**src/lsd_pkg.sv**
```systemverilog
// Purpose: shared constants and types for the serial display command decoder
// Assumes: one 100 MHz clock, pins synchronised in the top module
// Notes: command words are shifted in first printed bit at the top
// Function
// RULE1: ID 110 reads display RAM nibble
// RULE2: ID 101 writes nibble into display RAM
// RULE3: ID 101 also allows read then rewrite
// RULE4: ID 100 enters command mode
// RULE5: 7-bit address MSB first, nibble LSB first
// RULE6: Further commands need no repeated ID
// RULE7: Chip select high discards current mode
// RULE8: Host sends fresh ID after select
// RULE9: Stop oscillator and bias command, default; the code leaves oscOn set while extClockSel is 1
// RULE10: Start the system oscillator command
// RULE11: Display off and on commands, off default
// RULE12: Time base output disable and enable
// RULE13: Watchdog flag output disable and enable
// RULE14: Stop the tone output pair
// RULE15: Start tone pair at high pitch
// RULE16: Start tone pair at low pitch
// RULE17: Clear time base and watchdog counts
// RULE18: Select internal or external clock source
// RULE19: Three-bit divider select, default seven
// RULE20: Test mode entry and normal mode
// RULE21: Reset defaults for every setting
// RULE22: Host rewrites configuration after power-up
// RULE23: Select high ignores strobes, resets interface
// RULE24: Sample data on write strobe rise
// RULE25: Drive read bit after read strobe fall
// RULE26: Overflow output held low until cleared
// RULE27: Overflow output disable and enable commands
// RULE28: Nine-bit commands, last bit ignored
package lsd_pkg;
  localparam int ID_W = 3;
  localparam logic [2:0] ID_READ = 3'h6;
  localparam logic [2:0] ID_WRITE = 3'h5;
  localparam logic [2:0] ID_CMD = 3'h4;
  localparam int ADDR_W = 7;
  localparam int NIB_W = 4;
  localparam int CMD_W = 9;
  localparam int RAM_WORDS = 96;
  localparam int FIFO_DEPTH = 32;
  localparam logic [ADDR_W-1:0] RAM_LAST = 7'h5F;
  localparam logic [3:0] ID_LAST_BIT = 4'h2;
  localparam logic [3:0] ADDR_LAST_BIT = 4'h6;
  localparam logic [3:0] NIB_LAST_BIT = 4'h3;
  localparam logic [3:0] CMD_LAST_BIT = 4'h8;
  localparam logic [2:0] DIV_RESET = 3'h7;
  localparam int DIV_LSB = 1;

  typedef enum logic [4:0] {
    ST_ID = 5'h01,
    ST_ADDR = 5'h02,
    ST_DATA = 5'h04,
    ST_CMD = 5'h08,
    ST_SKIP = 5'h10
  } lsd_state_e;

  typedef struct packed {
    logic oscOn;
    logic displayOn;
    logic timebaseOutEn;
    logic watchdogFlagEn;
    logic toneOn;
    logic toneHigh;
    logic extClockSel;
    logic flagOutEn;
    logic [2:0] divSel;
    logic testMode;
  } lsd_cfg_s;

  typedef struct packed {
    logic [ADDR_W-1:0] ramWordAddress;
    logic [NIB_W-1:0] ramNibble;
  } lsd_wreq_s;

  localparam lsd_cfg_s CFG_RESET = '{oscOn: 1'b0, displayOn: 1'b0, timebaseOutEn: 1'b0,
    watchdogFlagEn: 1'b0, toneOn: 1'b0, toneHigh: 1'b0, extClockSel: 1'b0,
    flagOutEn: 1'b0, divSel: DIV_RESET, testMode: 1'b0};
endpackage

```
**src/lsd_serial_cmd_decoder.sv**
```systemverilog
// Purpose: serial front end: mode ID, RAM access and command decode
// Assumes: pins arrive asynchronously; strobes far slower than mclk
// Notes: writes pass a FIFO to the RAM; ramHold stalls that drain

////////////////////////////////////////////////////////////////////////////////
module lsd_fifo
  import lsd_pkg::*;
#(
  parameter int W = 11,
  parameter int DEPTH = 32
)
(
  input wire logic clk,
  input wire logic rstN,
  input wire logic inValid,
  output logic inReady,
  input wire logic [W-1:0] inData,
  output logic outValid,
  input wire logic outReady,
  output logic [W-1:0] outData
);
  localparam int AW = $clog2(DEPTH);
  logic [W-1:0] mem [DEPTH];
  logic [AW:0] wp;
  logic [AW:0] rp;
  wire logic push = inValid & inReady;
  wire logic pop = outValid & outReady;

  // Extra pointer bit tells full from empty
  assign inReady = (wp[AW] == rp[AW]) || (wp[AW-1:0] != rp[AW-1:0]);
  assign outValid = wp != rp;
  assign outData = mem[rp[AW-1:0]];

  // Storage has no reset; only pointers need a defined value
  always_ff @(posedge clk)
  begin
    if (push)
      mem[wp[AW-1:0]] <= inData;
  end

  // Pointer update
  always_ff @(posedge clk or negedge rstN)
  begin
    if (!rstN)
    begin
      wp <= '0;
      rp <= '0;
    end
    else
    begin
      if (push)
        wp <= wp + 1'b1;
      if (pop)
        rp <= rp + 1'b1;
    end
  end
endmodule // lsd_fifo

////////////////////////////////////////////////////////////////////////////////
module lsd_serial_cmd_decoder
  import lsd_pkg::*;
(
  input wire logic mclk,
  input wire logic rstn,
  input wire logic csN,
  input wire logic wrN,
  input wire logic rdN,
  input wire logic dataIn,
  output logic dataOut,
  output logic dataOeN,
  input wire logic ramHold,
  input wire logic watchdogTimeout,
  output logic irqOut,
  output logic irqOeN,
  output lsd_cfg_s cfg,
  output logic biasOn,
  output logic timebaseClear,
  output logic watchdogClear,
  output logic writeDropped
);
  logic rstMeta;
  logic rstSync;
  logic [3:0] pinMeta;
  logic [3:0] pinSync;
  logic wrPrev;
  logic rdPrev;
  lsd_state_e state;
  lsd_state_e next_state;
  logic [3:0] bitCnt;
  logic [1:0] rdCnt;
  logic [2:0] idSh;
  logic modeRead;
  logic [ADDR_W-1:0] addr;
  logic [NIB_W-1:0] nib;
  logic [CMD_W-1:0] cmdSh;
  logic [NIB_W-1:0] ram [RAM_WORDS];
  logic flagLatch;

  // Reset release through two flops
  always_ff @(posedge mclk or negedge rstn)
  begin
    if (!rstn)
    begin
      rstMeta <= 1'b0;
      rstSync <= 1'b0;
    end
    else
    begin
      rstMeta <= 1'b1;
      rstSync <= rstMeta;
    end
  end

  // Pin synchronisers; idle pins read high like the pull-ups
  always_ff @(posedge mclk or negedge rstSync)
  begin
    if (!rstSync)
    begin
      pinMeta <= 4'hF;
      pinSync <= 4'hF;
      wrPrev <= 1'b1;
      rdPrev <= 1'b1;
    end
    else
    begin
      pinMeta <= {csN, wrN, rdN, dataIn};
      pinSync <= pinMeta;
      wrPrev <= pinSync[2];
      rdPrev <= pinSync[1];
    end
  end

  ////////////////////////////////////////////////////////////////////////////
  // Strobe edges, gated by chip select
  wire logic csHigh = pinSync[3]; // [RULE23]
  wire logic dBit = pinSync[0];
  wire logic wrRise = ~csHigh & pinSync[2] & ~wrPrev; // [RULE24]
  wire logic rdFall = ~csHigh & ~pinSync[1] & rdPrev; // [RULE25]
  wire logic [2:0] idNext = {idSh[1:0], dBit};
  wire logic [CMD_W-1:0] cmdWord = {cmdSh[CMD_W-2:0], dBit};
  wire logic idDone = (state == ST_ID) & wrRise & (bitCnt == ID_LAST_BIT);
  wire logic addrDone = (state == ST_ADDR) & wrRise & (bitCnt == ADDR_LAST_BIT);
  wire logic wrInData = (state == ST_DATA) & wrRise & ~modeRead;
  wire logic nibDone = wrInData & (bitCnt == NIB_LAST_BIT);
  wire logic cmdDone = (state == ST_CMD) & wrRise & (bitCnt == CMD_LAST_BIT); // [RULE28]
  wire logic rdInData = (state == ST_DATA) & rdFall;
  wire logic readStep = rdInData & modeRead & (rdCnt == 2'h3);
  wire logic addrStep = nibDone | readStep;
  wire logic [NIB_W-1:0] ramQ = (addr <= RAM_LAST) ? ram[addr] : '0;
  wire logic [NIB_W-1:0] nibFull = {dBit, nib[2:0]};

  // Next state of the frame parser
  always_comb
  begin
    next_state = state;
    case (state)
      ST_ID:
        if (idDone)
        begin
          if (idNext == ID_READ || idNext == ID_WRITE)
            next_state = ST_ADDR; // [RULE1] [RULE2]
          else if (idNext == ID_CMD)
            next_state = ST_CMD; // [RULE4]
          else
            next_state = ST_SKIP;
        end
      ST_ADDR:
        if (addrDone)
          next_state = ST_DATA; // [RULE5]
      ST_DATA, ST_CMD, ST_SKIP:
        next_state = state; // [RULE6]
      default:
        next_state = ST_ID;
    endcase
    if (csHigh)
      next_state = ST_ID; // [RULE7] [RULE23]
  end

  // Frame parser registers
  always_ff @(posedge mclk or negedge rstSync)
  begin
    if (!rstSync)
      state <= ST_ID;
    else
      state <= next_state;
  end

  // Bit counter and shift registers; chip select high clears only bitCnt and rdCnt
  always_ff @(posedge mclk or negedge rstSync)
  begin
    if (!rstSync)
    begin
      bitCnt <= '0;
      rdCnt <= '0;
      idSh <= '0;
      modeRead <= 1'b0;
      addr <= '0;
      nib <= '0;
      cmdSh <= '0;
    end
    else if (csHigh)
    begin
      bitCnt <= '0;
      rdCnt <= '0;
    end
    else if (wrRise && (idDone || addrDone || nibDone || cmdDone))
    begin
      bitCnt <= '0;
      if (idDone)
        modeRead <= (idNext == ID_READ); // [RULE1]
      // Last address bit lands with the phase change, not a bit later
      if (addrDone)
        addr <= {addr[ADDR_W-2:0], dBit}; // [RULE5]
      if (nibDone)
      begin
        addr <= addr + 1'b1;
        rdCnt <= '0;
      end
    end
    else if (wrRise)
    begin
      bitCnt <= bitCnt + 1'b1;
      idSh <= idNext;
      if (state == ST_ADDR)
        addr <= {addr[ADDR_W-2:0], dBit}; // [RULE5]
      if (wrInData)
        nib[bitCnt[1:0]] <= dBit; // [RULE5] [RULE3]
      cmdSh <= cmdWord;
    end
    else if (rdInData)
    begin
      rdCnt <= rdCnt + 1'b1; // [RULE3]
      if (readStep)
        addr <= addr + 1'b1;
    end
  end

  ////////////////////////////////////////////////////////////////////////////
  // Read data pin; released as soon as chip select rises
  always_ff @(posedge mclk or negedge rstSync)
  begin
    if (!rstSync)
    begin
      dataOut <= 1'b1;
      dataOeN <= 1'b1;
    end
    else if (csHigh)
      dataOeN <= 1'b1;
    else if (rdInData)
    begin
      dataOut <= ramQ[rdCnt]; // [RULE1] [RULE3] [RULE25]
      dataOeN <= 1'b0;
    end
  end

  ////////////////////////////////////////////////////////////////////////////
  // Write path through the FIFO; a full FIFO drops the nibble
  lsd_wreq_s fifoIn;
  lsd_wreq_s fifoOut;
  logic fifoInReady;
  logic fifoOutValid;
  wire logic drainReady = ~ramHold;
  assign fifoIn = '{ramWordAddress: addr, ramNibble: nibFull};

  lsd_fifo #(.W($bits(lsd_wreq_s)), .DEPTH(FIFO_DEPTH)) wrFifo (
    .clk(mclk),
    .rstN(rstSync),
    .inValid(nibDone),
    .inReady(fifoInReady),
    .inData(fifoIn),
    .outValid(fifoOutValid),
    .outReady(drainReady),
    .outData(fifoOut)
  );

  // Reads see the RAM only; pending FIFO words are not forwarded
  always_ff @(posedge mclk)
  begin
    if (fifoOutValid && drainReady && fifoOut.ramWordAddress <= RAM_LAST)
      ram[fifoOut.ramWordAddress] <= fifoOut.ramNibble; // [RULE2]
  end

  // Lost write indicator, sticky until reset
  always_ff @(posedge mclk or negedge rstSync)
  begin
    if (!rstSync)
      writeDropped <= 1'b0;
    else if (nibDone && !fifoInReady)
      writeDropped <= 1'b1;
  end

  ////////////////////////////////////////////////////////////////////////////
  // Command decode; unlisted codes change nothing
  wire logic [7:0] op = cmdWord[8:1]; // [RULE28]
  wire logic isSysDis = op == 8'h00;
  wire logic isFlagDis = op[7:5] == 3'h4 && !op[3];
  wire logic isWdClr = op == 8'h0F;

  // Configuration registers
  always_ff @(posedge mclk or negedge rstSync)
  begin
    if (!rstSync)
      cfg <= CFG_RESET; // [RULE21] [RULE9] [RULE11] [RULE12] [RULE13]
    else if (cmdDone)
    begin
      casez (op)
        8'h00: if (!cfg.extClockSel) cfg.oscOn <= 1'b0; // [RULE9]
        8'h01: cfg.oscOn <= 1'b1; // [RULE10]
        8'h02: cfg.displayOn <= 1'b0; // [RULE11]
        8'h03: cfg.displayOn <= 1'b1; // [RULE11]
        8'h04: cfg.timebaseOutEn <= 1'b0; // [RULE12]
        8'h06: cfg.timebaseOutEn <= 1'b1; // [RULE12]
        8'h05: cfg.watchdogFlagEn <= 1'b0; // [RULE13]
        8'h07: cfg.watchdogFlagEn <= 1'b1; // [RULE13]
        8'h08: cfg.toneOn <= 1'b0; // [RULE14]
        8'b0001_10??: cfg.extClockSel <= 1'b0; // [RULE18]
        8'b0001_11??: cfg.extClockSel <= 1'b1; // [RULE18]
        8'b010?_????:
        begin
          cfg.toneOn <= 1'b1; // [RULE15]
          cfg.toneHigh <= 1'b1;
        end
        8'b0110_????:
        begin
          cfg.toneOn <= 1'b1; // [RULE16]
          cfg.toneHigh <= 1'b0;
        end
        8'b100?_0???: cfg.flagOutEn <= 1'b0; // [RULE27]
        8'b100?_1???: cfg.flagOutEn <= 1'b1; // [RULE27]
        8'b101?_0???: cfg.divSel <= op[2:0]; // [RULE19]
        8'hE0: cfg.testMode <= 1'b1; // [RULE20]
        8'hE3: cfg.testMode <= 1'b0; // [RULE20]
        default: cfg <= cfg;
      endcase
    end
  end

  // Bias follows oscillator and display together
  assign biasOn = cfg.oscOn & cfg.displayOn; // [RULE9]

  // Clear pulses, one cycle each
  always_ff @(posedge mclk or negedge rstSync)
  begin
    if (!rstSync)
    begin
      timebaseClear <= 1'b0;
      watchdogClear <= 1'b0;
    end
    else
    begin
      timebaseClear <= cmdDone && op == 8'h0D; // [RULE17]
      watchdogClear <= cmdDone && isWdClr; // [RULE17]
    end
  end

  ////////////////////////////////////////////////////////////////////////////
  // Time-out latch; a new time-out wins over a clear in the same cycle
  always_ff @(posedge mclk or negedge rstSync)
  begin
    if (!rstSync)
      flagLatch <= 1'b0;
    else if (watchdogTimeout && cfg.watchdogFlagEn)
      flagLatch <= 1'b1;
    else if (cmdDone && (isWdClr || isFlagDis))
      flagLatch <= 1'b0; // [RULE26]
  end

  // Open-drain overflow pin: enable low pulls the wire low
  assign irqOut = 1'b0;
  assign irqOeN = ~(flagLatch & cfg.flagOutEn); // [RULE26] [RULE27]
endmodule // lsd_serial_cmd_decoder

```
**config.mk**
```make
export PLATFORM = sky130hd
export DESIGN_NAME = lsd_serial_cmd_decoder
export DESIGN_NICKNAME = d
export VERILOG_FILES = /design/src/lsd_pkg.sv /design/src/lsd_serial_cmd_decoder.sv
export SDC_FILE = /design/constraint.sdc
export NUM_CORES = 1
export LEC_CHECK = 0
export ABC_CLOCK_PERIOD_IN_PS = 3530
export BUFFER_PORTS_ARGS = -buffer_cell sky130_fd_sc_hd__buf_4
export CAP_MARGIN = 15
export CORE_MARGIN = 1.5
export CORE_UTILIZATION = 40
export CTS_BUF_LIST = sky130_fd_sc_hd__clkbuf_8
export CTS_CLUSTER_SIZE = 24
export DETAILED_ROUTE_END_ITERATION = 16
export GPL_ROUTABILITY_DRIVEN = 0
export PLACE_DENSITY_LB_ADDON = 0.08
export SETUP_SLACK_MARGIN = 0.3
export SYNTH_ARGS = -nofsm -noshare
export SYNTH_HDL_FRONTEND = slang
export SYNTH_HIERARCHICAL = 1
export SYNTH_SLANG_ARGS = --single-unit
```
**constraint.sdc**
```tcl
create_clock -name mclk -period 3.53 [get_ports mclk]
set_clock_uncertainty 0.05 [all_clocks]
set_input_delay 0.1765 -clock mclk [delete_from_list [all_inputs] [get_ports mclk]]
set_output_delay 0.1765 -clock mclk [all_outputs]
set_load 0.005 [all_outputs]
```
==> results.ini, run 1 <==
[clock_tree]
h-tree-depth=4
cts_num_sinks=808
clock_tree_from_tritoncts=yes
cts.path.max_buffers=3
clock_insertion_delay_worst_skew_ns=0.79
numCtsBuffers=142
clk_root_buffer_cell=sky130_fd_sc_hd__clkbuf_8
cts.reportedPaths.clkPinSlew_ns=0.06

[worst_setup_path]
critPathArrivalTime_ns=3.65
cpMostUsedCell=sky130_fd_sc_hd__buf_4
critical_path.n_buffers_inverters=3
timing.reg2reg.setup_slack_ns=0.31
path_delay_family=simple AND/OR/NAND/NOR gates
cp_slowest_cell=sky130_fd_sc_hd__dfrtp_4
worstSetupEndpointType=flip-flop
crit_path_max_incr_delay_ns=0.52
cp_max_fo=20
critical_path_required_time_ns=3.96
setup.worst_path.start_class=flip-flop
crit_type=flip-flop to flip-flop
cp_cell_sequence=buf_12 > mux2i_1 > a22oi_1 > nand3_1 > nand4_1 > buf_4 > nor2_2 > nand2_2 > nor2_1 > buf_4

[yosys]
synthFlopType=sky130_fd_sc_hd__edfxtp_1
instance_count_of_the_mapped_netlist=1917
netlist-cell-type-count=68
syn-cell-area_um2=32700
asyncSetResetFlopFracSynth_pct=8.91
syn_warnings=6
ys_ff_latch=808
sequential_cell_area_fraction_in_the_yosys_report_pct=73.2
synth_enable_flop_cells=736
synth_fp_nets=1936
syn_area_per_cell_um2=17.1

[sta]
drv_slew=0
fin_crit_sh_pct=91.3
totalNegativeSetupSlack_ns=0
max_fclk_mhz=310
report.final.setup_viol=0
slew_of_the_pin_with_the_lowest_slew_margin_ns=0.982
hold_viol_final=0
slew_hr_pct=34.5
layout_min_cycle_time_ns=3.22
grt_setup_unrepaired=true

[global_routing]
grt_first_pass_wirelength_um=124000
globalRoute.totalOverflow=0
number_of_antenna_violations_at_the_first_check_in_global_routing=1
track_usage_pct=20.4
grt_pass1_vias=18600
maximum_number_of_pins_on_one_net_before_global_route_repair=97

[die]
floorplan.core_area_um2=80700
die_area_um2=83400
die_width_um=289
top_level_ports=28
placement_rows=104
initial_utilization_pct=40.5
die-height_um=289

[placed_design]
dp_hpwl_um=52100
numPortBuffers=26

[pwr]
p_switching_uw=10400
power_switching_share_pct=34.7
clkPwrFrac_pct=26.0
ir_drop_mv=0.589
cellLeakagePower_uw=0.0132
power_density_nw_per_um2=776
power.combinational.fraction_pct=31.9
total_power_uw=29900
cell_internal_pwr_uw=19500
seqPwrFrac_pct=42.1

[drt]
routed_wl_per_cell_um=25.2
dr.first_iter.drc_count=1321
route.detailed.drc=0
firstDrtPassIters=7
post_drt_via_cell_ratio=5.44
antenna_violating_nets_post_route=0
routed_wirelength_um=84800
detailroute.via_count=18300

[run]
timing.max_cap.violations=0

[run_status]
run_status=finished clean

[cells_and_area]
drive_gt1_share_pct=25.9
area_growth_syn_to_layout_pct=17.7
fin_nets=2200

[hold_path]
hold_path_class=input pin to flip-flop

[worst reg2reg max path: stages (launching register included)]
cell and delay (ns):
sky130_fd_sc_hd__dfrtp_4 0.52, sky130_fd_sc_hd__buf_12 0.22, sky130_fd_sc_hd__mux2i_1 0.25, sky130_fd_sc_hd__a22oi_1 0.14
sky130_fd_sc_hd__nand3_1 0.31, sky130_fd_sc_hd__nand4_1 0.32, sky130_fd_sc_hd__buf_4 0.27, sky130_fd_sc_hd__nor2_2 0.25
sky130_fd_sc_hd__nand2_2 0.25, sky130_fd_sc_hd__nor2_1 0.22, sky130_fd_sc_hd__buf_4 0.14
[power groups by stage]
stage                     combinational, uW  sequential [uW]  clock (uW)
final                                  9520            12600        7760
after global routing                  10100            12600        8410
after CTS                              9070            12600        7990
after detailed placement               8930            12800           0
after global placement                 8900            12800           0
after floorplan                        5160            12800           0
[repair_timing]
action / 4_1_cts / 5_1_grt
resized for setup: 35 / 64
cloned: 0 / 3
pin swaps: 0 / 6
hold buffers: 12 / 0
setup buffers: 1 / 9
endpoints found under the setup margin: 243 / 412
hold endpoints to repair: 13 / 0
[layer usage]
layer,wire [um],share of wire [%],global-route usage (%)
met1,38700,46,28.8
met2,40100,47,32.0
met3,4280,5.0,4.19
met4,1670,2.0,6.24
met5,0,0,0
[worst paths after layout]
path                                  from    endpoint  cells past startpoint
setup / recovery              wrFifo/rp[1]  ram[36][2]                     10
hold / removal             watchdogTimeout   flagLatch                      3
setup reg to reg              wrFifo/rp[1]  ram[36][2]                     10
hold reg to reg                 pinMeta[1]  pinSync[1]                      0
max in group asynchronous          rstSync     addr[0]                      0
min in group asynchronous             rstn     rstMeta                      3
[synthesized netlist by cell type, types with 4 or more instances]
cell	number	area share, %
sky130_fd_sc_hd__edfxtp_1	736	68
sky130_fd_sc_hd__and3_1	4	0.077
sky130_fd_sc_hd__buf_1	6	0.069
sky130_fd_sc_hd__buf_4	9	0.21
sky130_fd_sc_hd__a211oi_1	4	0.092
sky130_fd_sc_hd__dfrtp_1	56	4.3
sky130_fd_sc_hd__o21ai_0	23	0.35
sky130_fd_sc_hd__ha_1	11	0.42
sky130_fd_sc_hd__nand3_1	80	1.2
sky130_fd_sc_hd__nand4_1	18	0.34
sky130_fd_sc_hd__a21o_1	8	0.18
sky130_fd_sc_hd__xnor2_1	13	0.35
sky130_fd_sc_hd__nor2_1	165	1.9
sky130_fd_sc_hd__o211ai_1	6	0.14
sky130_fd_sc_hd__and2_1	8	0.15
sky130_fd_sc_hd__o31ai_1	5	0.11
sky130_fd_sc_hd__mux4_1	10	0.80
sky130_fd_sc_hd__a22oi_1	92	2.1
sky130_fd_sc_hd__nor3_1	14	0.21
sky130_fd_sc_hd__clkbuf_1	47	0.54
sky130_fd_sc_hd__a21oi_1	29	0.44
sky130_fd_sc_hd__nand3b_1	8	0.18
sky130_fd_sc_hd__nand2b_1	16	0.31
sky130_fd_sc_hd__a221oi_1	9	0.24
sky130_fd_sc_hd__buf_2	37	0.57
sky130_fd_sc_hd__dfstp_2	16	1.3
sky130_fd_sc_hd__nand2_1	64	0.73
sky130_fd_sc_hd__mux2_2	17	0.59
sky130_fd_sc_hd__nor2b_1	23	0.44
sky130_fd_sc_hd__mux2i_1	214	6.6
sky130_fd_sc_hd__xor2_1	7	0.19
sky130_fd_sc_hd__a22o_1	7	0.19
sky130_fd_sc_hd__or3_1	4	0.077
sky130_fd_sc_hd__mux4_2	75	5.2
sky130_fd_sc_hd__inv_1	15	0.17
[through the flow]
step                instances  setup WS (ns)  area (um^2)  utilization [%]  hold WS (ns)
global route             3359          0.213        38500             47.7        0.0977
finish                   3359          0.309        38500             47.7         0.120
detailed placement       3072         0.0652        35300             43.7       -0.0886
floorplan                1917         0.0624        32900                -        -0.169
global placement         3072         0.0818        35300             43.7       -0.0910
CTS                      3342          0.179        38100             47.2        0.0505
[sequential cells by signal (all words and copies together) (netlist names), 2 cells and up]
name,cells
bitCnt,4
pinMeta,4
rdCnt,2
nib,3
wrFifo/mem,352
cfg,12
wrFifo/rp,6
ram,384
addr,7
state,5
pinSync,4
cmdSh,7
wrFifo/wp,6
[logic make-up after synthesis]
logic type,after synthesis,synth area share [%]
AOI/OAI and AO/OA,214,4.74
and+or+nand+nor,425,6.18
xor gates and xnor gates,20,0.536
DFF,808,73.2
muxes,316,13.1
adders and majority gates,11,0.421
other,2,0.0230
buffers and inverters,121,1.81
[cells in the final DEF, fill, tap and decap left out, types with 14 or more instances in the layout]
cell	instances
sky130_fd_sc_hd__a21oi_1	29
sky130_fd_sc_hd__a22oi_1	92
sky130_fd_sc_hd__buf_12	18
sky130_fd_sc_hd__buf_4	187
sky130_fd_sc_hd__clkbuf_8	152
sky130_fd_sc_hd__clkinv_1	29
sky130_fd_sc_hd__dfrtp_1	48
sky130_fd_sc_hd__dfstp_2	16
sky130_fd_sc_hd__edfxtp_1	736
sky130_fd_sc_hd__inv_1	70
sky130_fd_sc_hd__mux2_2	17
sky130_fd_sc_hd__mux2i_1	214
sky130_fd_sc_hd__mux4_2	75
sky130_fd_sc_hd__nand2_1	60
sky130_fd_sc_hd__nand2b_1	16
sky130_fd_sc_hd__nand3_1	75
sky130_fd_sc_hd__nand4_1	18
sky130_fd_sc_hd__nor2_1	101
sky130_fd_sc_hd__nor2_2	53
sky130_fd_sc_hd__nor2b_1	17
sky130_fd_sc_hd__nor3_1	14
sky130_fd_sc_hd__o21ai_0	23
[final cells by class]
type | count | area [um^2]
antenna | 5 | 12.5
clock buffer | 152 | 2090
clock inverter | 105 | 467
fill | 6974 | 42200
inverter | 16 | 60.1
multi-input combinational | 988 | 8490
sequential | 808 | 23900
tap | 1060 | 1330
timing repair buffer | 225 | 2080
(Power assumes the default switching activity.)
==> run 2: changes to the inputs <==
Settings changed: GPL_ROUTABILITY_DRIVEN 0 to unset, SKIP_LAST_GASP set to 1, SYNTH_HIERARCHICAL 1 to unset.
==> results.ini, run 2 <==
[run_status]
run_status=finished clean

[cells_and_area]
regArea_um2=23900
registers.top_by_ff_count=ram
multi_input_comb_area_um2=8520
num-fill-cells=6658
drive_gt1_share_pct=38.6
highest_count_cells_in_the_layout_ignoring_fill_and_taps=sky130_fd_sc_hd__edfxtp_1 (736), sky130_fd_sc_hd__mux4_2 (200), sky130_fd_sc_hd__buf_4 (190)
layout.cells.most_common=sky130_fd_sc_hd__edfxtp_1
layout.cells.non_filler=3190
flip_flop_count_of_the_largest_register_all_copies_and_words_added=384
area_growth_syn_to_layout_pct=21.7
fin_nets=2039

[placed_design]
numPortBuffers=26
numPlacedInstances=2905
routabilityCongestion=0.837
preCtsSetupSlack_ns=-0.0452
dp_hpwl_um=52400

[yosys]
synth_top_cells_by_area=sky130_fd_sc_hd__edfxtp_1 (68%), sky130_fd_sc_hd__mux4_2 (14%), sky130_fd_sc_hd__dfrtp_1 (4.3%), sky130_fd_sc_hd__nor2_1 (1.9%), sky130_fd_sc_hd__dfstp_2 (1.3%)
netlist.top_cell.by_area=sky130_fd_sc_hd__edfxtp_1
syn-cell-area_um2=32300
ys_ff_latch=808
synth_enable_flop_cells=736
synth_top_cell_area_share_pct=68.3
asyncSetResetFlopFracSynth_pct=8.91
synth_fp_nets=1691
synthFlopType=sky130_fd_sc_hd__edfxtp_1
synth_top_cells_by_count=sky130_fd_sc_hd__edfxtp_1 (736), sky130_fd_sc_hd__mux4_2 (200), sky130_fd_sc_hd__nor2_1 (161)
netlist-cell-type-count=68
synth_most_common_cell=sky130_fd_sc_hd__edfxtp_1
syn_warnings=0
instance_count_of_the_mapped_netlist=1672
sequential_cell_area_fraction_in_the_yosys_report_pct=74.0
syn_area_per_cell_um2=19.3

[die]
floorplan.core_area_um2=80300
die_width_um=287
die-height_um=287
top_level_ports=28
initial_utilization_pct=40.3
die_area_um2=82600
placement_rows=104

[sta]
hold_viol_final=0
drv_slew=0
report.final.setup_viol=0
slew_hr_pct=26.4
grt_setup_unrepaired=true
totalNegativeSetupSlack_ns=0
layout_min_cycle_time_ns=3.40
layout_setup_ws_ns=0.130
max_fclk_mhz=294
fin_crit_sh_pct=96.3
slew_of_the_pin_with_the_lowest_slew_margin_ns=1.10
minimum_hold_slack_ns=0.170

[worst_setup_path]
cp_slowest_cell=sky130_fd_sc_hd__dfrtp_4
critical_path.n_buffers_inverters=6
worstSetupEndpointType=flip-flop
cp_cell_sequence=buf_12 > buf_16 > mux4_2 > mux4_2 > mux2i_4 > buf_6 > nor2b_4 > nor3b_4 > buf_6 > nand2_4 > buf_12 > nor2_4 > buf_6
cpMostUsedCell=sky130_fd_sc_hd__buf_6
startpoint=wrFifo.rp[0]
crit_path_max_incr_delay_ns=0.55
path_delay_family=multiplexers
critPathArrivalTime_ns=3.82
rr_startpoint=wrFifo.rp[0]
critical_path_required_time_ns=3.95
crit_type=flip-flop to flip-flop
cp_max_fo=8
setup.worst_path.start_class=flip-flop

[drt]
routed_wirelength_um=81700
routed_wl_per_cell_um=25.6
firstDrtPassIters=5
dr.first_iter.drc_count=1372
route.detailed.drc=0
post_drt_via_cell_ratio=5.33
antenna_violating_nets_post_route=0
detailroute.via_count=17000

[global_routing]
maximum_number_of_pins_on_one_net_before_global_route_repair=97
number_of_antenna_violations_at_the_first_check_in_global_routing=1
globalRoute.totalOverflow=0
grt_pass1_vias=18000
grt_first_pass_wirelength_um=122000
track_usage_pct=20.3

[clock_tree]
h-tree-depth=4
clock_tree_from_tritoncts=yes
clock_insertion_delay_worst_skew_ns=0.77
numCtsBuffers=141
cts.reportedPaths.clkPinSlew_ns=0.06
cts.path.max_buffers=3
clk_root_buffer_cell=sky130_fd_sc_hd__clkbuf_8
cts_num_sinks=808

[pwr]
cellLeakagePower_uw=0.0130
ir_drop_mv=0.422
power_density_nw_per_um2=766
total_power_uw=30200

[run]
timing.max_cap.violations=0

[hold_path]
hold_path_class=input pin to flip-flop
hold_path_startpoint=watchdogTimeout

run 2: changes by cell type after synthesis, sizes merged, moves of 6 or more:
cell	before	now
a21o	8	2
a221oi	9	0
a22oi	92	19
buf	57	49
clkbuf	48	38
mux2	17	32
mux2i	214	26
mux4	85	200
nand3	80	18
nand4	18	8
nor2b	23	15
nor3	14	22
o21ai	23	32
run 2: timing repair:
action | in CTS | in global routing
gates resized for setup | 112 | 107
pin swaps | 14 | 29
buffers inserted | 11 | 4
hold endpoints to repair | 10 | 0
cloned | 3 | 1
setup endpoints to repair | 560 | 834
hold buffers | 12 | 0
run 2: layout make-up:
type	count	share of cell area, %
antenna	1	0.00635
clock inverter	104	1.59
sequential	808	60.8
timing repair buffer	292	7.26
clock buffer	148	5.17
tap	1060	3.37
inverter	16	0.153
multi-input combinational	761	21.6
run 2: path summary, 6_finish.rpt:
kind	end	slack [ns]	cells past startpoint
max	ram[46][2]	0.13	13
min	flagLatch	0.17	4
max reg2reg	ram[46][2]	0.13	13
min reg2reg	rstSync	0.30	0
max in group asynchronous	addr[0]	2.26	0
min in group asynchronous	rstSync	0.23	3
run 2: power breakdown:
group | internal [uW] | switching (uW) | leakage [uW]
Sequential | 11600 | 500 | 0.00726
Clock | 4340 | 3780 | 0.00151
Combinational | 4350 | 5610 | 0.00422
Total | 20300 | 9890 | 0.0130
run 2: worst min-delay path, cell delays in order:
cell                            delay (ns)
sky130_fd_sc_hd__dlygate4sd3_1        0.54
sky130_fd_sc_hd__buf_4                0.10
sky130_fd_sc_hd__nand2_1              0.05
sky130_fd_sc_hd__o21ai_0              0.07
run 2: logic make-up (layout without fill, tap and decap cells):
kind of cell    count (synthesis)  count (layout)  synth area share, %
flops                         808             808                 74.0
simple gates                  344             344                 4.96
mux                           258             258                 16.0
compound gates                128             128                 2.64
buf+inv                       103             560                 1.55
xor+xnor                       18              18                0.487
fa+ha+maj                      11              11                0.425
other cells                     2               3               0.0232
run 2: metrics by stage:
| stage | instance area, um^2 | utilization [%] |
|---|---|---|
| 2_1_floorplan | 32400 | - |
| 3_3_place_gp | 35500 | 44.2 |
| 3_5_place_dp | 35500 | 44.2 |
| 4_1_cts | 38900 | 48.5 |
| 5_1_grt | 39400 | 49.0 |
| 6_report | 39400 | 49.0 |
run 2: routing by layer:
layer / vias up / global-route usage, % / wire [um]
met3: 112 / 3.55 / 3310
met5: - / 0 / 0
li1: 7495 / - / -
met1: 9007 / 27.2 / 35200
met2: 393 / 34.0 / 41500
met4: 0 / 5.87 / 1650
